--- src/hdl/adc_cfg_pkg.sv ---
// Constants for the converter clock, timing and status register group
package adc_cfg_pkg;
    localparam logic [4:0] ADDR_CLOCK_DIV = 5'h0D;
    localparam logic [4:0] ADDR_CONV_TIMING = 5'h0E;
    localparam logic [4:0] ADDR_IFACE_PROT = 5'h0F;
    localparam logic [4:0] ADDR_SWITCH_IO = 5'h10;
    localparam logic [4:0] ADDR_POWER_TRIM = 5'h11;
    localparam logic [4:0] ADDR_MOD_STATUS = 5'h12;

    localparam logic [7:0] CLOCK_DIV_RESET = 8'h22;
    localparam logic [7:0] CONV_TIMING_RESET = 8'h01;
    localparam logic [7:0] IFACE_PROT_RESET = 8'h00;
    localparam logic [7:0] SWITCH_IO_RESET = 8'h00;
    localparam logic [7:0] POWER_TRIM_RESET = 8'h00;

    // Bits that software may store; the rest stay zero
    localparam logic [7:0] IFACE_PROT_MASK = 8'hFB;
    localparam logic [7:0] SWITCH_IO_MASK = 8'hBF;

    localparam int MOD_DIV_LSB = 5;
    localparam int SRC_DIV_LSB = 2;
    localparam int MONITOR_BIT = 1;
    localparam int SOURCE_BIT = 0;
    localparam int DELAY_LSB = 5;
    localparam int TIMEOUT_LSB = 6;
    localparam int CHECK_MODE_LSB = 4;
    localparam int DATA_CHECK_BIT = 3;
    localparam int START_BIT = 2;
    localparam int RANGE_LSB = 0;
    localparam int COMBUF_BIT = 5;
    localparam int COMSW_BIT = 4;
    localparam int SHORT_BIT = 2;
    localparam int RANGE_ERR_BIT = 7;
    localparam int CHECK_ERR_BIT = 6;
    localparam int CLK_FAULT_BIT = 4;

    localparam logic [1:0] CHECK_NONE = 2'h0;
    localparam logic [1:0] CHECK_XOR = 2'h1;
    localparam logic [1:0] CHECK_CRC8 = 2'h2;
    localparam logic [1:0] CHECK_CRC4 = 2'h3;
    localparam logic [7:0] CRC8_POLY = 8'h07;
    localparam logic [3:0] CRC4_POLY = 4'h3;

    localparam logic [12:0] TIMEOUT_SHORT = 13'h0100;
    localparam logic [12:0] TIMEOUT_MID = 13'h0400;
    localparam logic [12:0] TIMEOUT_LONG = 13'h1000;
    localparam logic [13:0] DELAY_UNIT_MOD = 14'h0040;
    localparam logic [7:0] CLOCK_LOSS_CYCLES = 8'h10;
endpackage

--- src/hdl/ext_clock_watch.sv ---
// Loss-of-clock watchdog for the external clock source
`timescale 1ns/1ns
`default_nettype none
module ext_clock_watch
    import adc_cfg_pkg::*;
(
    input wire logic i_clock,
    input wire logic i_reset,
    input wire logic i_watch_enable,
    input wire logic i_ext_tick,
    output logic o_ext_fail
);
    logic [7:0] idle_r;
    logic fail_r;
    wire expired = (idle_r == CLOCK_LOSS_CYCLES - 8'h01);

    always_ff @(posedge i_clock) begin
        if (i_reset || !i_watch_enable || i_ext_tick) begin
            idle_r <= 8'h00;
            fail_r <= 1'b0;
        end else if (expired) begin
            fail_r <= 1'b1;
        end else begin
            idle_r <= idle_r + 8'h01;
        end
    end

    assign o_ext_fail = fail_r;
endmodule
`default_nettype wire

--- src/hdl/data_check_gen.sv ---
// Check byte generator for 24-bit conversion results
`timescale 1ns/1ns
`default_nettype none
module data_check_gen
    import adc_cfg_pkg::*;
(
    input wire logic i_clock,
    input wire logic i_reset,
    input wire logic [1:0] i_mode,
    input wire logic i_valid,
    input wire logic [23:0] i_data,
    output logic [7:0] o_check,
    output logic o_check_valid
);
    function automatic logic [7:0] crc8(input logic [23:0] d);
        logic [7:0] c;
        c = 8'h00;
        for (int i = 23; i >= 0; i--) begin
            c = (c[7] ^ d[i]) ? ({c[6:0], 1'b0} ^ CRC8_POLY) : {c[6:0], 1'b0};
        end
        return c;
    endfunction

    function automatic logic [3:0] crc4(input logic [23:0] d);
        logic [3:0] c;
        c = 4'h0;
        for (int i = 23; i >= 0; i--) begin
            c = (c[3] ^ d[i]) ? ({c[2:0], 1'b0} ^ CRC4_POLY) : {c[2:0], 1'b0};
        end
        return c;
    endfunction

    wire [7:0] xor_sum = i_data[23:16] ^ i_data[15:8] ^ i_data[7:0];
    wire [7:0] check_nxt = (i_mode == CHECK_CRC8) ? crc8(i_data) :
        (i_mode == CHECK_CRC4) ? {4'h0, crc4(i_data)} : xor_sum;

    always_ff @(posedge i_clock) begin
        if (i_reset) begin
            o_check <= 8'h00;
            o_check_valid <= 1'b0;
        end else begin
            o_check_valid <= i_valid;
            if (i_valid) begin
                o_check <= check_nxt;
            end
        end
    end
endmodule
`default_nettype wire

--- src/hdl/adc_config_status_regs.sv ---
// Clock, timing, protection and status register group of the converter
// Contract
// Modulator divider codes 0..7 divide by 2,4,6,8,12,16,32,40; reset divide-by-4
// Source divider codes 0..7 divide by 1 to 128 in powers of two
// Monitor on: lost external clock sets failure and falls back to internal
// Source select 0 picks external clock, 1 picks internal oscillator
// Same source value written twice powers down the unused oscillator; the internal one stays on while the monitor bit is 1
// Delay before each start is 0,1,4,10,25,50,125,250 times 64 modulator ticks
// Serial reset after 256, 1024 or 4096 idle system ticks; code 0 off
// Check mode selects none, XOR sum, CRC-8 or CRC-4; code 0 (none) gives the XOR sum here
// Data check enable appends a check byte over 24 data bits
// Writing start bit 1 launches a conversion; 0 does nothing
// Range select sets threshold at reference, half or double; 0 off
// Range error flag in status bit 7, routed to pin when configured
// Check error flag in status bit 6, cleared by a status read
// Ground switch closes while converting, opens in power-down, when enabled
// Common drive enabled outside power-down when its bit is set
// Short protection lowers drive strength of shorted outputs
// Host clears precharge enable when both dividers are code 0
// Reset loads 22h, 01h and 00h into the registers
// Interrupt route sends clock fault and range events to D0 or D1
// Clock fault status reads 1 while running on fallback oscillator
// Writes to read-only or reserved bits are ignored; reserved read zero
`timescale 1ns/1ns
`default_nettype none
module adc_config_status_regs
    import adc_cfg_pkg::*;
(
    input wire logic i_clock,
    input wire logic i_reset,
    input wire logic i_reg_write,
    input wire logic i_reg_read,
    input wire logic [4:0] i_reg_addr,
    input wire logic [7:0] i_reg_wdata,
    output logic [7:0] o_reg_rdata,
    input wire logic i_write_check_fail,
    input wire logic i_ext_clock_tick,
    input wire logic i_int_osc_tick,
    input wire logic i_sclk_active,
    input wire logic i_conv_request,
    input wire logic i_conv_data_valid,
    input wire logic [23:0] i_conv_data,
    input wire logic i_range_vref,
    input wire logic i_range_half,
    input wire logic i_range_double,
    input wire logic i_converting,
    input wire logic i_power_down,
    input wire logic i_short_detect,
    input wire logic [1:0] i_interrupt_pin_route,
    output logic o_sys_clock_tick,
    output logic o_mod_clock_tick,
    output logic o_use_internal_osc,
    output logic o_int_osc_off,
    output logic o_ext_osc_off,
    output logic o_conv_start,
    output logic o_delay_active,
    output logic o_serial_reset,
    output logic [1:0] o_check_mode,
    output logic [7:0] o_check_byte,
    output logic o_check_byte_valid,
    output logic o_ground_switch_close,
    output logic o_common_drive,
    output logic o_reduce_drive,
    output logic [7:0] o_analog_power_trim,
    output logic o_pin0_irq_enable,
    output logic o_pin0_irq,
    output logic o_pin1_irq_enable,
    output logic o_pin1_irq
);
    typedef enum logic {DELAY_IDLE, DELAY_WAIT} delay_state_t;

    function automatic logic [5:0] mod_div(input logic [2:0] code);
        case (code)
            3'h0: mod_div = 6'h02;
            3'h1: mod_div = 6'h04;
            3'h2: mod_div = 6'h06;
            3'h3: mod_div = 6'h08;
            3'h4: mod_div = 6'h0C;
            3'h5: mod_div = 6'h10;
            3'h6: mod_div = 6'h20;
            default: mod_div = 6'h28;
        endcase
    endfunction

    function automatic logic [13:0] delay_ticks(input logic [2:0] code);
        logic [7:0] mult;
        case (code)
            3'h0: mult = 8'h00;
            3'h1: mult = 8'h01;
            3'h2: mult = 8'h04;
            3'h3: mult = 8'h0A;
            3'h4: mult = 8'h19;
            3'h5: mult = 8'h32;
            3'h6: mult = 8'h7D;
            default: mult = 8'hFA;
        endcase
        delay_ticks = 14'(mult * DELAY_UNIT_MOD);
    endfunction

    function automatic logic [12:0] idle_limit(input logic [1:0] code);
        case (code)
            2'h1: idle_limit = TIMEOUT_SHORT;
            2'h2: idle_limit = TIMEOUT_MID;
            default: idle_limit = TIMEOUT_LONG;
        endcase
    endfunction

    logic [7:0] clock_div_r;
    logic [7:0] timing_r;
    logic [7:0] iface_r;
    logic [7:0] switch_io_r;
    logic [7:0] trim_r;
    logic range_err_r;
    logic check_err_r;
    logic src_written_r;
    logic last_src_r;
    logic int_off_r;
    logic ext_off_r;
    logic [6:0] src_cnt_r;
    logic [5:0] mod_cnt_r;
    logic sys_tick_r;
    logic mod_tick_r;
    logic [12:0] idle_cnt_r;
    logic serial_reset_r;
    logic [13:0] delay_cnt_r;
    delay_state_t delay_state_r;
    logic conv_start_r;
    logic ext_fail;

    wire wr_div = i_reg_write && (i_reg_addr == ADDR_CLOCK_DIV);
    wire wr_timing = i_reg_write && (i_reg_addr == ADDR_CONV_TIMING);
    wire wr_iface = i_reg_write && (i_reg_addr == ADDR_IFACE_PROT);
    wire wr_switch = i_reg_write && (i_reg_addr == ADDR_SWITCH_IO);
    wire wr_trim = i_reg_write && (i_reg_addr == ADDR_POWER_TRIM);
    wire rd_status = i_reg_read && (i_reg_addr == ADDR_MOD_STATUS);

    wire [2:0] mod_div_code = clock_div_r[MOD_DIV_LSB +: 3];
    wire [2:0] src_div_code = clock_div_r[SRC_DIV_LSB +: 3];
    wire monitor_on = clock_div_r[MONITOR_BIT];
    wire src_internal = clock_div_r[SOURCE_BIT];
    wire [2:0] delay_code = timing_r[DELAY_LSB +: 3];
    wire [1:0] timeout_code = iface_r[TIMEOUT_LSB +: 2];
    wire [1:0] range_sel = iface_r[RANGE_LSB +: 2];

    // Fallback only while the external source is the one selected
    wire use_internal = src_internal || ext_fail;
    wire src_tick = use_internal ? i_int_osc_tick : i_ext_clock_tick;
    wire [6:0] src_last = 7'((8'h01 << src_div_code) - 8'h01);
    wire src_wrap = src_tick && (src_cnt_r == src_last);
    wire [5:0] mod_last = mod_div(mod_div_code) - 6'h01;
    wire mod_wrap = sys_tick_r && (mod_cnt_r == mod_last);

    wire start_req = (wr_iface && i_reg_wdata[START_BIT]) || i_conv_request;
    wire range_hit = (range_sel == 2'h1 && i_range_vref) ||
        (range_sel == 2'h2 && i_range_half) ||
        (range_sel == 2'h3 && i_range_double);
    wire idle_expired = (timeout_code != 2'h0) && !i_sclk_active &&
        sys_tick_r && (idle_cnt_r >= idle_limit(timeout_code) - 13'h0001);
    wire [7:0] status_word = {range_err_r, check_err_r, 1'b0, ext_fail,
        4'h0};

    wire [7:0] rdata_nxt =
        (i_reg_addr == ADDR_CLOCK_DIV) ? clock_div_r :
        (i_reg_addr == ADDR_CONV_TIMING) ? timing_r :
        (i_reg_addr == ADDR_IFACE_PROT) ? iface_r :
        (i_reg_addr == ADDR_SWITCH_IO) ? switch_io_r :
        (i_reg_addr == ADDR_POWER_TRIM) ? trim_r :
        (i_reg_addr == ADDR_MOD_STATUS) ? status_word : 8'h00;

    ext_clock_watch u_watch (
        .i_clock(i_clock),
        .i_reset(i_reset),
        .i_watch_enable(monitor_on && !src_internal),
        .i_ext_tick(i_ext_clock_tick),
        .o_ext_fail(ext_fail)
    );

    data_check_gen u_check (
        .i_clock(i_clock),
        .i_reset(i_reset),
        .i_mode(iface_r[CHECK_MODE_LSB +: 2]),
        .i_valid(i_conv_data_valid && iface_r[DATA_CHECK_BIT]),
        .i_data(i_conv_data),
        .o_check(o_check_byte),
        .o_check_valid(o_check_byte_valid)
    );

    // Register file; the start bit is a strobe and never stored
    always_ff @(posedge i_clock) begin
        if (i_reset) begin
            clock_div_r <= CLOCK_DIV_RESET;
            timing_r <= CONV_TIMING_RESET;
            iface_r <= IFACE_PROT_RESET;
            switch_io_r <= SWITCH_IO_RESET;
            trim_r <= POWER_TRIM_RESET;
            o_reg_rdata <= 8'h00;
        end else begin
            if (wr_div) clock_div_r <= i_reg_wdata;
            if (wr_timing) timing_r <= i_reg_wdata;
            if (wr_iface) iface_r <= i_reg_wdata & IFACE_PROT_MASK;
            if (wr_switch) switch_io_r <= i_reg_wdata & SWITCH_IO_MASK;
            if (wr_trim) trim_r <= i_reg_wdata;
            if (i_reg_read) o_reg_rdata <= rdata_nxt;
        end
    end

    // Status flags: a new event in the read cycle survives the clear
    always_ff @(posedge i_clock) begin
        if (i_reset) begin
            range_err_r <= 1'b0;
            check_err_r <= 1'b0;
        end else begin
            range_err_r <= range_hit || (range_err_r && !rd_status);
            check_err_r <= i_write_check_fail ||
                (check_err_r && !rd_status);
        end
    end

    // Oscillator power-down on a repeated source select value
    always_ff @(posedge i_clock) begin
        if (i_reset) begin
            src_written_r <= 1'b0;
            last_src_r <= 1'b0;
            int_off_r <= 1'b0;
            ext_off_r <= 1'b0;
        end else if (wr_div) begin
            src_written_r <= 1'b1;
            last_src_r <= i_reg_wdata[SOURCE_BIT];
            if (i_reg_wdata[SOURCE_BIT]) begin
                int_off_r <= 1'b0;
                ext_off_r <= src_written_r && last_src_r;
            end else begin
                ext_off_r <= 1'b0;
                int_off_r <= src_written_r && !last_src_r &&
                    !i_reg_wdata[MONITOR_BIT];
            end
        end
    end

    // Source and modulator dividers as tick enables
    always_ff @(posedge i_clock) begin
        if (i_reset) begin
            src_cnt_r <= 7'h00;
            mod_cnt_r <= 6'h00;
            sys_tick_r <= 1'b0;
            mod_tick_r <= 1'b0;
        end else begin
            sys_tick_r <= src_wrap;
            mod_tick_r <= mod_wrap;
            if (src_wrap || src_cnt_r > src_last) src_cnt_r <= 7'h00;
            else if (src_tick) src_cnt_r <= src_cnt_r + 7'h01;
            // A smaller divider written mid-count must not run to overflow
            if (mod_wrap || mod_cnt_r > mod_last) mod_cnt_r <= 6'h00;
            else if (sys_tick_r) mod_cnt_r <= mod_cnt_r + 6'h01;
        end
    end

    // Serial idle timeout counted in system clock periods
    always_ff @(posedge i_clock) begin
        if (i_reset) begin
            idle_cnt_r <= 13'h0000;
            serial_reset_r <= 1'b0;
        end else begin
            serial_reset_r <= idle_expired;
            if (i_sclk_active || timeout_code == 2'h0 || idle_expired)
                idle_cnt_r <= 13'h0000;
            else if (sys_tick_r) idle_cnt_r <= idle_cnt_r + 13'h0001;
        end
    end

    // Pre-conversion delay; a start during a wait restarts the wait
    always_ff @(posedge i_clock) begin
        if (i_reset) begin
            delay_state_r <= DELAY_IDLE;
            delay_cnt_r <= 14'h0000;
            conv_start_r <= 1'b0;
        end else begin
            conv_start_r <= 1'b0;
            case (delay_state_r)
                DELAY_IDLE: begin
                    if (start_req && delay_code == 3'h0) begin
                        conv_start_r <= 1'b1;
                    end else if (start_req) begin
                        delay_cnt_r <= delay_ticks(delay_code);
                        delay_state_r <= DELAY_WAIT;
                    end
                end
                DELAY_WAIT: begin
                    if (start_req) begin
                        delay_cnt_r <= delay_ticks(delay_code);
                    end else if (mod_tick_r && delay_cnt_r == 14'h0001) begin
                        conv_start_r <= 1'b1;
                        delay_state_r <= DELAY_IDLE;
                    end else if (mod_tick_r) begin
                        delay_cnt_r <= delay_cnt_r - 14'h0001;
                    end
                end
                default: delay_state_r <= DELAY_IDLE;
            endcase
        end
    end

    assign o_sys_clock_tick = sys_tick_r;
    assign o_mod_clock_tick = mod_tick_r;
    assign o_use_internal_osc = use_internal;
    assign o_int_osc_off = int_off_r;
    assign o_ext_osc_off = ext_off_r;
    assign o_conv_start = conv_start_r;
    assign o_delay_active = (delay_state_r == DELAY_WAIT);
    assign o_serial_reset = serial_reset_r;
    assign o_check_mode = iface_r[CHECK_MODE_LSB +: 2];
    assign o_ground_switch_close = switch_io_r[COMSW_BIT] && i_converting &&
        !i_power_down;
    assign o_common_drive = switch_io_r[COMBUF_BIT] && !i_power_down;
    assign o_reduce_drive = switch_io_r[SHORT_BIT] && i_short_detect;
    assign o_analog_power_trim = trim_r;
    // Route 1: both on D0, 2: both on D1, 3: fault D0 and range D1
    assign o_pin0_irq_enable = (i_interrupt_pin_route == 2'h1) ||
        (i_interrupt_pin_route == 2'h3);
    assign o_pin1_irq_enable = (i_interrupt_pin_route == 2'h2) ||
        (i_interrupt_pin_route == 2'h3);
    assign o_pin0_irq = (i_interrupt_pin_route == 2'h1) ?
        (ext_fail || range_err_r) :
        (i_interrupt_pin_route == 2'h3) ? ext_fail : 1'b0;
    assign o_pin1_irq = (i_interrupt_pin_route == 2'h2) ?
        (ext_fail || range_err_r) :
        (i_interrupt_pin_route == 2'h3) ? range_err_r : 1'b0;

    property p_reset_values;
        @(posedge i_clock) i_reset |=>
            clock_div_r == CLOCK_DIV_RESET && timing_r == CONV_TIMING_RESET;
    endproperty
    a_reset_values: assert property (p_reset_values)
        else $error("register reset values wrong");

    property p_start_now;
        @(posedge i_clock) disable iff (i_reset)
            wr_iface && i_reg_wdata[START_BIT] && delay_code == 3'h0 &&
            delay_state_r == DELAY_IDLE |=> o_conv_start;
    endproperty
    a_start_now: assert property (p_start_now)
        else $error("start write without delay did not start");

    property p_start_zero;
        @(posedge i_clock) disable iff (i_reset)
            !start_req && delay_state_r == DELAY_IDLE |=> !o_conv_start;
    endproperty
    a_start_zero: assert property (p_start_zero)
        else $error("conversion started without a request");

    property p_delay_holds;
        @(posedge i_clock) disable iff (i_reset)
            start_req && delay_code == 3'h1 && delay_state_r == DELAY_IDLE
            |=> (!o_conv_start && o_delay_active) [*8];
    endproperty
    a_delay_holds: assert property (p_delay_holds)
        else $error("delayed start came too early");

    property p_check_err;
        @(posedge i_clock) disable iff (i_reset)
            i_write_check_fail |=> status_word[CHECK_ERR_BIT] ##1
            (status_word[CHECK_ERR_BIT] || $past(rd_status));
    endproperty
    a_check_err: assert property (p_check_err)
        else $error("check error flag not held until read");

    property p_fallback;
        @(posedge i_clock) disable iff (i_reset)
            ext_fail |-> o_use_internal_osc && status_word[CLK_FAULT_BIT];
    endproperty
    a_fallback: assert property (p_fallback)
        else $error("no fallback on clock failure");

    property p_fault_clear;
        @(posedge i_clock) disable iff (i_reset)
            $past(!monitor_on || i_ext_clock_tick) |-> !ext_fail;
    endproperty
    a_fault_clear: assert property (p_fault_clear)
        else $error("clock fault flag not cleared");

    property p_timeout_off;
        @(posedge i_clock) disable iff (i_reset)
            $past(timeout_code == 2'h0) |-> !o_serial_reset;
    endproperty
    a_timeout_off: assert property (p_timeout_off)
        else $error("serial reset while timeout disabled");

    property p_int_off;
        @(posedge i_clock) disable iff (i_reset)
            wr_div && !i_reg_wdata[SOURCE_BIT] && !i_reg_wdata[MONITOR_BIT]
            && src_written_r && !last_src_r |=> o_int_osc_off;
    endproperty
    a_int_off: assert property (p_int_off)
        else $error("internal oscillator not powered down");

    property p_sys_div1;
        @(posedge i_clock) disable iff (i_reset)
            src_div_code == 3'h0 && $stable(src_div_code) && src_tick
            |=> o_sys_clock_tick;
    endproperty
    a_sys_div1: assert property (p_sys_div1)
        else $error("source divide by one lost a tick");

    c_delayed_start: cover property (@(posedge i_clock)
        o_delay_active ##1 o_conv_start);
    c_fallback: cover property (@(posedge i_clock) ext_fail);
    c_serial_reset: cover property (@(posedge i_clock) o_serial_reset);
endmodule
`default_nettype wire

--- config.mk ---
export PLATFORM = sky130hd
export DESIGN_NAME = adc_config_status_regs
export DESIGN_NICKNAME = d
export VERILOG_FILES = /design/src/hdl/adc_cfg_pkg.sv /design/src/hdl/ext_clock_watch.sv /design/src/hdl/data_check_gen.sv /design/src/hdl/adc_config_status_regs.sv
export SDC_FILE = /design/constraint.sdc
export NUM_CORES = 1
export LEC_CHECK = 0
export BUFFER_PORTS_ARGS = -buffer_cell sky130_fd_sc_hd__buf_2
export CORE_UTILIZATION = 64
export CTS_BUF_LIST = sky130_fd_sc_hd__clkbuf_8
export CTS_CLUSTER_SIZE = 20
export DETAILED_ROUTE_END_ITERATION = 10
export PLACE_DENSITY = 0.89
export SYNTH_ARGS = -nofsm -noshare
export SYNTH_HDL_FRONTEND = slang
export SYNTH_SLANG_ARGS = --single-unit
--- constraint.sdc ---
create_clock -name i_clock -period 5.23 [get_ports i_clock]
set_input_delay 0.2615 -clock i_clock [delete_from_list [all_inputs] [get_ports i_clock]]
set_output_delay 0.2615 -clock i_clock [all_outputs]
set_load 0.01 [all_outputs]
Word-level counts from Yosys, hierarchy flattened
Index checks and enable logic that the tools add are counted.
{"block": "classes", "n_addsub": 8, "eq_ne": 36, "muxes": 81, "shift": 1, "reduce_logical": 58, "magnitude_cmp": 3, "bitwise": 95}
{"operator": "$mux 3", "n": 24}
{"operator": "$mux 14", "n": 5}
{"operator": "$not 3->3", "n": 23}
{"operator": "$mux 8", "n": 8}
{"operator": "$pmux 8 s7", "n": 1}
{"operator": "$mux 2", "n": 24}
{"operator": "$not 2->2", "n": 23}
{"operator": "$pmux 6 s7", "n": 1}
{"operator": "$xor 1x1->1", "n": 39}
{"operator": "$logic_and 1x1->1", "n": 28}
{"operator": "$pmux 14 s2", "n": 1}
{"operator": "$pmux 13 s2", "n": 1}
{"operator": "$eq 3x3->1 const B", "n": 6}
{"operator": "$xor 8x8->8", "n": 2}
{"operator": "$eq 5x4->1 const B", "n": 3}
{"operator": "$eq 5x5->1 const B", "n": 3}
{"operator": "$logic_or 1x1->1", "n": 15}
{"operator": "$eq 14x1->1 const B", "n": 1}
{"operator": "$eq 2x2->1 const B", "n": 7}
{"operator": "$mux 1", "n": 14}
{"operator": "$sub 14x1->14 const B", "n": 1}
{"operator": "$add 13x1->13 const B", "n": 1}
{"operator": "$ge 13x13->1", "n": 1}
{"operator": "$sub 13x1->13 const B", "n": 1}
{"operator": "26 further kinds", "n": 49}
{"block": "totals", "inputBits": 55, "out_inout_bits": 42, "reg_bits": 115}

Logic depth before layout (Yosys ltp)
Gate-level depths: netlist (run 1).
{"block": "depth", "word_depth": 49, "ltp_mapped": 15}

Cells and area by module
A second synthesis (run 1) with hierarchy kept.
{"block": "hier_totals", "cells_unflattened": 786, "hier_area_um2": 6782.8}
{"mod": "adc_config_status_regs", "area_each_um2": 4966.0, "n_inst": 1, "cells_per_inst": 600}
{"mod": "data_check_gen", "area_each_um2": 1391.3, "n_inst": 1, "cells_per_inst": 139}
{"mod": "ext_clock_watch", "area_each_um2": 425.4, "n_inst": 1, "cells_per_inst": 47}

Worst setup path before layout (run 1)
No wires, ideal clock.
{"block": "synth_path", "path_kind": "input -> register", "from": "input i_conv_data[15]", "to": "register u_check.o_check[2]", "arrival_time_ns": 2.270, "stages": 8, "setup_slack_ns": 2.869, "path_buffers": 1, "setup_time_ns": 0.091, "cell_sequence": "buf_2 > xnor3_2 > xnor3_2 > xnor2_1 > xnor2_2 > xnor2_1 > mux2_1 > a311oi_1"}
{"block": "synth_via", "elab_chain_len": 16}
{"item": "from (decl)", "line": "adc_config_status_regs.sv:42", "source": "input wire logic [23:0] i_conv_data,"}
{"item": "$xor 1x1->1", "line": "data_check_gen.sv:28", "source": "c = (c[3] ^ d[i]) ? ({c[2:0], 1'b0} ^ CRC4_POLY) : {c[2:0], 1'b0};"}
{"item": "$mux 2", "line": "data_check_gen.sv:28"}
{"item": "$xor 1x1->1 / $not 2->2 (equally long branches)"}
{"item": "$mux 2", "line": "data_check_gen.sv:28"}
{"item": "$xor 1x1->1 / $not 2->2 (equally long branches)"}
{"item": "$mux 2", "line": "data_check_gen.sv:28"}
{"item": "$xor 1x1->1 / $not 2->2 (equally long branches)"}
{"item": "$mux 2", "line": "data_check_gen.sv:28"}
{"item": "$not 2->2 (no source line) / $xor 1x1->1 (equally long branches)"}
{"item": "$mux 2", "line": "data_check_gen.sv:28"}
{"item": "$xor 1x1->1 / $not 2->2 (equally long branches)"}
{"item": "$mux 2", "line": "data_check_gen.sv:28"}
{"item": "$not 2->2 (no source line) / $xor 1x1->1 (equally long branches)"}
{"item": "$mux 2", "line": "data_check_gen.sv:28"}
{"item": "$mux 8", "line": "data_check_gen.sv:35", "source": "(i_mode == CHECK_CRC4) ? {4'h0, crc4(i_data)} : xor_sum;"}
{"item": "$mux 8 (*)", "line": "data_check_gen.sv:34", "source": "wire [7:0] check_nxt = (i_mode == CHECK_CRC8) ? crc8(i_data) :"}
{"item": "to (signal assigned)", "line": "data_check_gen.sv:44", "source": "o_check <= check_nxt;"}
{"item": "to (decl)", "line": "data_check_gen.sv:12", "source": "output logic [7:0] o_check,"}
Mark *: on every way between the ends. The rest lies on a longest branch, timed or not.
A chain may end at the register's enable or synchronous reset.

Worst setup path after layout (run 1)
{"block": "layout_path", "from": "register iface_r[7]", "to": "register idle_cnt_r[8]"}
{"block": "layout_via", "elab_chain_len": 7}
{"item": "from (decl)", "line": "adc_config_status_regs.sv:110", "source": "logic [7:0] iface_r;"}
{"item": "from (signal assigned)", "line": "adc_config_status_regs.sv:200", "source": "if (wr_iface) iface_r <= i_reg_wdata & IFACE_PROT_MASK;"}
{"item": "$eq 2x2->1 / $eq 2x1->1 (equally long branches)", "line": "adc_config_status_regs.sv:101", "source": "case (code)"}
{"item": "$pmux 13 s2", "line": "adc_config_status_regs.sv:101"}
{"item": "$sub 13x1->13", "line": "adc_config_status_regs.sv:158", "source": "sys_tick_r && (idle_cnt_r >= idle_limit(timeout_code) - 13'h0001);"}
{"item": "$ge 13x13->1", "line": "adc_config_status_regs.sv:158"}
{"item": "$logic_and 1x1->1", "line": "adc_config_status_regs.sv:158"}
{"item": "$logic_or 1x1->1 (*)", "line": "adc_config_status_regs.sv:265", "source": "if (i_sclk_active || timeout_code == 2'h0 || idle_expired)"}
{"item": "$reduce_or 2->1 (no source line) (*)"}
{"item": "to (signal assigned)", "line": "adc_config_status_regs.sv:267", "source": "else if (sys_tick_r) idle_cnt_r <= idle_cnt_r + 13'h0001;"}
{"item": "to (decl)", "line": "adc_config_status_regs.sv:123", "source": "logic [12:0] idle_cnt_r;"}
Marked as above.

==> results of run 1 <==
[cells by family after synthesis]
group / synth area share [%]
compound gates: 10.6
xor+xnor: 19.9
fa+ha+maj: 4.67
buf+inv: 3.70
flops: 34.1
mux: 8.06
simple gates: 18.9
[synthesized netlist by cell type, types with 8 or more instances]
| master | instances | area [µm²] |
|---|---|---|
| inv_1 | 15 | 56.3 |
| nor2_1 | 115 | 432 |
| xnor2_1 | 71 | 622 |
| nor3_1 | 16 | 80.1 |
| mux2i_1 | 46 | 460 |
| ha_1 | 25 | 313 |
| nand3_1 | 21 | 105 |
| dfxtp_1 | 114 | 2280 |
| nand2_1 | 51 | 191 |
| o21ai_0 | 17 | 85.1 |
| nand4_1 | 9 | 56.3 |
| a22oi_1 | 9 | 67.6 |
| a21oi_1 | 31 | 155 |
| xor2_1 | 37 | 324 |
| xnor3_1 | 10 | 225 |
| clkbuf_1 | 39 | 146 |
| and2_1 | 8 | 50.1 |
| a211oi_1 | 11 | 82.6 |
[final cells by class]
cell class,count,area [µm²],share of cell area (%)
Clock inverter,12,164,2.16
Multi-Input combinational cell,581,4160,54.8
Clock buffer,19,262,3.45
Timing Repair Buffer,98,495,6.53
Inverter,15,56.3,0.742
Tap cell,133,166,2.19
Sequential cell,114,2280,30.1
[power by group through the flow]
stage,sequential (W),combinational (W),clock (W)
after floorplan,0.000908,0.000398,0
after global placement,0.000910,0.000484,0
final,0.000891,0.000519,0.000887
after global routing,0.000892,0.000546,0.000935
after detailed placement,0.000911,0.000502,0
after CTS,0.000891,0.000511,0.000892
[how the worst max path moves through the flow]
stage | startpoint | endpoint | slack, ns | cells past startpoint
after global placement | iface_r[7] | idle_cnt_r[8] | 2.53 | 10
after CTS | iface_r[7] | idle_cnt_r[8] | 2.28 | 10
final | iface_r[7] | idle_cnt_r[8] | 2.31 | 10
after floorplan | i_conv_data[15] | u_check.o_check[2] | 2.87 | 8
after global routing | iface_r[7] | idle_cnt_r[8] | 2.12 | 10
after detailed placement | iface_r[7] | idle_cnt_r[4] | 2.32 | 10
[worst max-delay path, cell delays in order (launching register included)]
cell	delay, ns
dfxtp_1	0.36
inv_1	0.07
ha_1	0.20
ha_1	0.27
nand3_1	0.07
o31ai_1	0.25
a21o_1	0.15
a21o_1	0.11
a211oi_1	0.08
o21ai_0	1.02
nor2_1	0.16
[flip-flops by register name (all words and copies together), names as in the netlist, 6 cells and up]
name                 count
clock_div_r              8
delay_cnt_r             14
idle_cnt_r              13
iface_r                  7
mod_cnt_r                6
o_analog_power_trim      8
o_reg_rdata              8
src_cnt_r                7
switch_io_r              7
timing_r                 8
u_check.o_check          8
u_watch.idle_r           8
[routing by layer]
layer	GRT usage (%)	up-vias	wire [µm]
li1	-	2755	-
met3	6.33	53	1260
met5	0	-	0
met2	51.7	290	7980
met4	13.0	0	474
met1	37.4	2753	6670
[per-stage QoR]
stage,setup WS [ns],hold WS [ns]
after global placement,2.53,0.454
final,2.31,0.117
after floorplan,2.87,0.379
after CTS,2.28,0.109
after global routing,2.12,0.112
after detailed placement,2.32,0.460
==> run summary, run 1 <==
The flow ran to the end, and the final reports show no timing, DRC or antenna violations. For this block, the initial DRC count from the detailed router was 491. The clock latency reported for the late side of the worst-skew pair came out at 0.42 ns.

Number of instances in the placed design: 941. The via total after detailed routing is 5851, and the actual slew at the worst max-slew pin is 1.33 ns. In this run the power density over the cells is 303 nW/µm². The most used flip-flop cell after synthesis is dfxtp_1. Yosys mapped a number of flops with a built-in enable equal to 0.

For this run, the number of standard cells in the final layout without fillers is 972. 0 antenna diodes ended up in the layout. The largest net degree at the start of global routing is 85, and the synthesized area divided by synthesized cell count is 8.85 µm². The wire-length estimate of the detail-placed layout is 11.8 mm. After the last flow step, the layout net total stands at 907. Counting cells, the worst reg-to-reg path comes to 10.

The run gives 0.944 as the routability congestion estimate from global placement. The tree is rooted in a clkbuf_8. Sequential element share of the synthesized area: 34.1%.

The share of total power dissipated in the clock network is 38.6%. On the final layout, the worst clock skew is 0.00893 ns. The number of placed I/O pins was 97. The y dimension of the die was 104 µm. Data arrives at the worst endpoint at 3.16 ns. After clock tree synthesis, the repair step resized 0 gates.

The maximum resistive drop on vdd came out at 187 µV. The number of standard cells after synthesis came out at 756. The placement row count was 36; the number of library cell types mapped by synthesis was 60. In the global route stage, overall resource usage came out at 30.5%. The floorplan step set the die width to 104 µm. The final-layout fill cell count is 695, and the number of levels the H-tree was split into is 4. The routed wire length is 16.4 mm, and the final hold violation count is 0. Static leakage: 3.20 nW. The logs give 7160 µm² for the cell area after placement and 5607 for the number of global-route vias before repair.

The area of the core is 9950 µm². Setup repair after global routing left no endpoint under its margin. Worst reg-to-reg setup slack: 2.31 ns. The remaining number of nets flagged by the antenna check after routing is 0. From synthesis to final layout, the design area changed by 13.4%. Along the worst hold path, the cell count comes to 3. Data on the critical path is required at its endpoint by 5.47 ns.

The type of element capturing the critical path is a register. The internal power was 0.00168 W; the final setup TNS was 0 ns. After detailed routing, the average wire length per cell comes to 16.9 µm. The routed design could run at a clock period as short as 2.92 ns. Of all nets on the critical path, the largest fanout is 13.

The Yosys step of the flow raised 0 warnings. The first TritonRoute pass finished after 5 iterations. The path with the worst hold slack has its endpoint at check_err_r. The most frequent standard cell in the layout excluding fill and tap cells was nor2_1.

The initial antenna violation count is 0. For the wire length of the first global-routing pass, the log shows 26.6 mm. Counting flops with an async set or reset pin after synthesis yields a share of 0%.

Clock slew seen by the registers of the worst setup and hold paths: 0.07 ns. The classification of the worst-slack hold path is input port to register. The vias per cell was 6.02; the post-route standard cell area excluding fillers was 7590 µm².

The tools report the worst flop-to-flop path startpoint as iface_r[7]. The switching part of the total power was 26.9%. The logs give 0 for the overflow left after global routing and 38.8% for the sequential cell fraction of total power. Measured against its own limit, the worst slew margin works out to 10.3%. The largest buffer count on any clock path is 2, and the utilization after layout is 76.2%. The tools report the overall power of the completed layout as 0.00230 W.

The synthesized net count was 836. The number of clock buffers inserted by TritonCTS was 17; the effective utilization at floorplan was 67.2%. Summed over all nets, the switching power comes to 0.000618 W.

In the final layout, the share of cells above drive strength 1 is 17.2%. The share of the clock period used by the worst path after layout works out to 55.9%. The tools report the end of the worst register-to-register path as idle_cnt_r[8]. The DRC violation count after routing is 0, and the total of hold buffers inserted after clock tree synthesis is 0.

Max-cap violations in this run came to 0. Startpoint-to-endpoint class of the critical path: register to register. The count of buffers added by post-CTS timing repair for setup is 0, and the count of endpoints failing setup in the final report is 0. Port buffer count: 96. The library cells used most frequently in the layout, excluding fill and tap cells, are 115 x nor2_1, 114 x dfxtp_1, 96 x buf_2, 71 x xnor2_1, 51 x nand2_1. TritonCTS built the clock tree. For this run, the top clock speed supported by timing is 0.342 GHz.

Counting every sink on the clock net gives 114. The floorplan step defined a die boundary enclosing 10900 µm². For the netlist area before placement, the log shows 6690 µm².

The synthesized design contains 114 register bits. The run gives 0 as the count of pins over their slew limit. The critical hold path startpoint was i_write_check_fail. STA classifies the critical path startpoint as a register. The tools report the share of total power in combinational logic as 22.6%.
Power figures use the tool's default switching activity.
==> run 2: changes to the inputs <==
--- a/config.mk
+++ b/config.mk
@@ -6,11 +6,11 @@
 export NUM_CORES = 1
 export LEC_CHECK = 0
 export BUFFER_PORTS_ARGS = -buffer_cell sky130_fd_sc_hd__buf_2
-export CORE_UTILIZATION = 64
+export CORE_UTILIZATION = 54
 export CTS_BUF_LIST = sky130_fd_sc_hd__clkbuf_8
 export CTS_CLUSTER_SIZE = 20
 export DETAILED_ROUTE_END_ITERATION = 10
-export PLACE_DENSITY = 0.89
+export PLACE_DENSITY = 0.8
 export SYNTH_ARGS = -nofsm -noshare
 export SYNTH_HDL_FRONTEND = slang
 export SYNTH_SLANG_ARGS = --single-unit
==> constraint.sdc (replaced) <==
create_clock -name i_clock -period 2.5 [get_ports i_clock]
set_input_delay 0.125 -clock i_clock [delete_from_list [all_inputs] [get_ports i_clock]]
set_output_delay 0.125 -clock i_clock [all_outputs]
set_load 0.01 [all_outputs]
==> run summary, run 2 (synthesized netlist as in run 1, its figures left out) <==
The y dimension of the die works out to 113 µm (+8.7%). The worst register-to-register path ends at mod_cnt_r[1]. The relative max-transition margin came out at 57.3% (+47 points). The logs give 0 (unchanged) for the count of inserted antenna diode cells and 114 (unchanged) for the number of clock sinks. The chip width came out at 113 µm (+8.7%). The actual slew at the worst max-slew pin is 0.639 ns (-0.693 ns), and the initial antenna violation count is 1 (+1).

The routed wire length was 15.2 mm (-7.5%). The tools report the routed wire length on met3 as 853 µm (-32%). The most frequent standard cell in the layout excluding fill and tap cells is nor2_1. The logs give 2.62 ns (-0.54 ns) for the data arrival at the endpoint of the critical path and 1029 (+5.9%) for the final cell count without fillers. The tools report the type of element capturing the critical path as a register.

The via total after detailed routing was 5481 (-6.3%). For the final HPWL from detailed placement, the log shows 11.4 mm (-3.5%). The logs give 0 (unchanged) for the count of endpoints failing setup in the final report and 2 (unchanged) for the largest buffer count on any clock path.

The run gives 0 (unchanged) as the count of pins over their slew limit. The placement row count is 40 (+11%). The port buffer count came out at 96 (unchanged).

The run gives 0.436 GHz (+27%) as the highest attainable clock frequency. The logs give 4966 (-11%) for the number of global-route vias before repair and 7.12 mm (+6.7%) for the met1 wire length. For the overflow left after global routing, the log shows 0 (unchanged). TritonCTS built the clock tree.

The final net count came out at 929 (+2.4%). The clock slew seen by the registers of the worst setup and hold paths works out to 0.07 ns (about the same). The tools report the number of levels the H-tree was split into as 4 (unchanged).

The remaining number of nets flagged by the antenna check after routing came out at 0 (unchanged). The critical path starts at clock_div_r[5]. In this run the critical register-to-register path is launched from clock_div_r[5]. The depth of the worst register-to-register path was 14 (+4); the routability congestion estimate from global placement was 0.859 (-9.0%).

The logs give 0.21 ns (-2.10 ns) for the worst reg-to-reg setup slack and 12100 µm² (+21%) for the area of the core. The maximum net fanout on the critical path works out to 9 (-4). The data required time of the worst path came out at 2.83 ns (-2.64 ns).

For the final setup TNS, the log shows 0 ns (unchanged). The flow ran to the end, and the final reports show no timing, DRC or antenna violations. The final hold violation count is 0 (unchanged), and the number of placed I/O pins is 97 (unchanged). Following the worst setup path forward leads to its endpoint at mod_cnt_r[1]. The tools report the number of clock buffers inserted by TritonCTS as 17 (unchanged).

The share of the clock period used by the worst path after layout is 91.8% (+36 points). The largest registers in the layout are delay_cnt_r: 14 flops, idle_cnt_r: 13 flops. The worst clock skew on the final layout was 0.0111 ns (+0.00222 ns); the relative area change from synthesis to final layout was 16.7%.

The flip-flop count of the largest register after layout was 14 (unchanged). Register bank with the most flops: delay_cnt_r. For the total track usage, the log shows 24.3% (-6.1 points). The number of maximum-capacitance constraint violations was 0 (unchanged); the effective utilization at floorplan was 55.5% (-12 points). The detailed route wirelength on metal2 was 7.00 mm (-12%); the overall die area was 12800 µm² (+18%). The startpoint-to-endpoint class of the critical path is register to register. The static leakage is 3.31 nW (+3.2%). STA classifies the critical path startpoint as a register. The classification of the worst-slack hold path was input port to register.

The minimum period implied by the final worst setup slack works out to 2.29 ns (-0.629 ns). The tools report the utilization after layout as 64.7% (-11 points). The logs give 398 (-19%) for the count of routing violations after the opening detailed-route iteration and 5 (unchanged) for the total iterations of the first detailed-routing run. The average wire length per cell after detail routing came out at 14.7 µm (-13%). After detailed routing, no signal wire sits above met4. The tools report the maximum resistive drop on vdd as 385 µV (+110%). Count of buffers added by post-CTS timing repair for setup: 0 (unchanged). The proportion of layout cells with a drive suffix above 1 was 18.7% (+1.5 points); the wire length of the first global-routing pass was 24.5 mm (-8.0%). The DRC violation count after routing is 0 (unchanged), and the clock latency reported for the late side of the worst-skew pair is 0.45 ns (+0.03 ns). For the number of instances in the placed design, the log shows 988 (+5.0%).

The largest net degree at the start of global routing was 48 (-44%). Total power divided by cell area: 590 nW/µm² (+95%). The tools report the clock tree root driver cell as clkbuf_8.

In the layout the commonest cells are 115 x nor2_1, 111 x dfxtp_1, 96 x buf_2, 70 x xnor2_1, 51 x nand2_1. The vias per cell works out to 5.33 (-12%).
## run 2: final cells by class
class                           instances  area (µm²)
Sequential cell                       114        2290
Clock inverter                         10        93.8
Timing Repair Buffer                  120         686
Tap cell                              168         210
Multi-Input combinational cell        581        4180
Inverter                               15        56.3
Fill cell                            1040        4250
Clock buffer                           21         289
## run 2: how the worst min path moves through the flow
stage / from / endpoint / slack (ns) / cells after the start
after CTS: i_ext_clock_tick / u_watch.idle_r[0] / 0.02 / 3
after global routing: i_ext_clock_tick / u_watch.idle_r[3] / 0.03 / 3
after floorplan: i_write_check_fail / check_err_r / 0.24 / 2
after global placement: i_write_check_fail / check_err_r / 0.36 / 3
after detailed placement: i_write_check_fail / check_err_r / 0.37 / 3
final: i_ext_clock_tick / u_watch.idle_r[0] / 0.04 / 3
## run 2: per-layer routing
layer / track usage, % / vias to the layer above
met1: 32.6 / 2511
met3: 5.41 / 15
met5: 0 / -
met4: 7.63 / 0
met2: 39.1 / 150
li1: - / 2805
## run 2: what timing repair did
action                                  in CTS  in global routing
endpoints found under the setup margin       0                  6
resized for setup                            0                 11
endpoints found under the hold margin       29                  0
hold buffers                                10                  0
## run 2: power breakdown
part / internal (W) / total (W) / switching (W) / leakage [nW]
clock: 0.000962 / 0.00166 / 0.000701 / 0.218
sequential: 0.00184 / 0.00186 / 0.0000201 / 0.923
combinational: 0.000574 / 0.00108 / 0.000509 / 2.17
## run 2: worst max-delay path, stage by stage (launching register included)
cell	delay [ns]
dfxtp_4	0.38
xnor2_2	0.15
nor2_1	0.05
nor2_1	0.11
ha_2	0.21
nand2_1	0.05
nor2_1	0.08
a31oi_1	0.05
ha_1	0.29
and4_4	0.23
nand3_1	0.12
nand3_1	0.10
o21ai_1	0.07
nand2b_1	0.18
nor2_1	0.08
## run 2: through the flow
stage          cell area, µm²  worst slack (ns)  hold WS (ns)  power [W]
3_5_place_dp             7300            0.0972         0.374    0.00296
3_3_place_gp             7300             0.170         0.360    0.00294
5_1_grt                  7810           -0.0288        0.0339    0.00484
4_1_cts                  7780            0.0610        0.0240    0.00464
2_1_floorplan            6690             0.276         0.242    0.00273
6_report                 7810             0.206        0.0389    0.00460
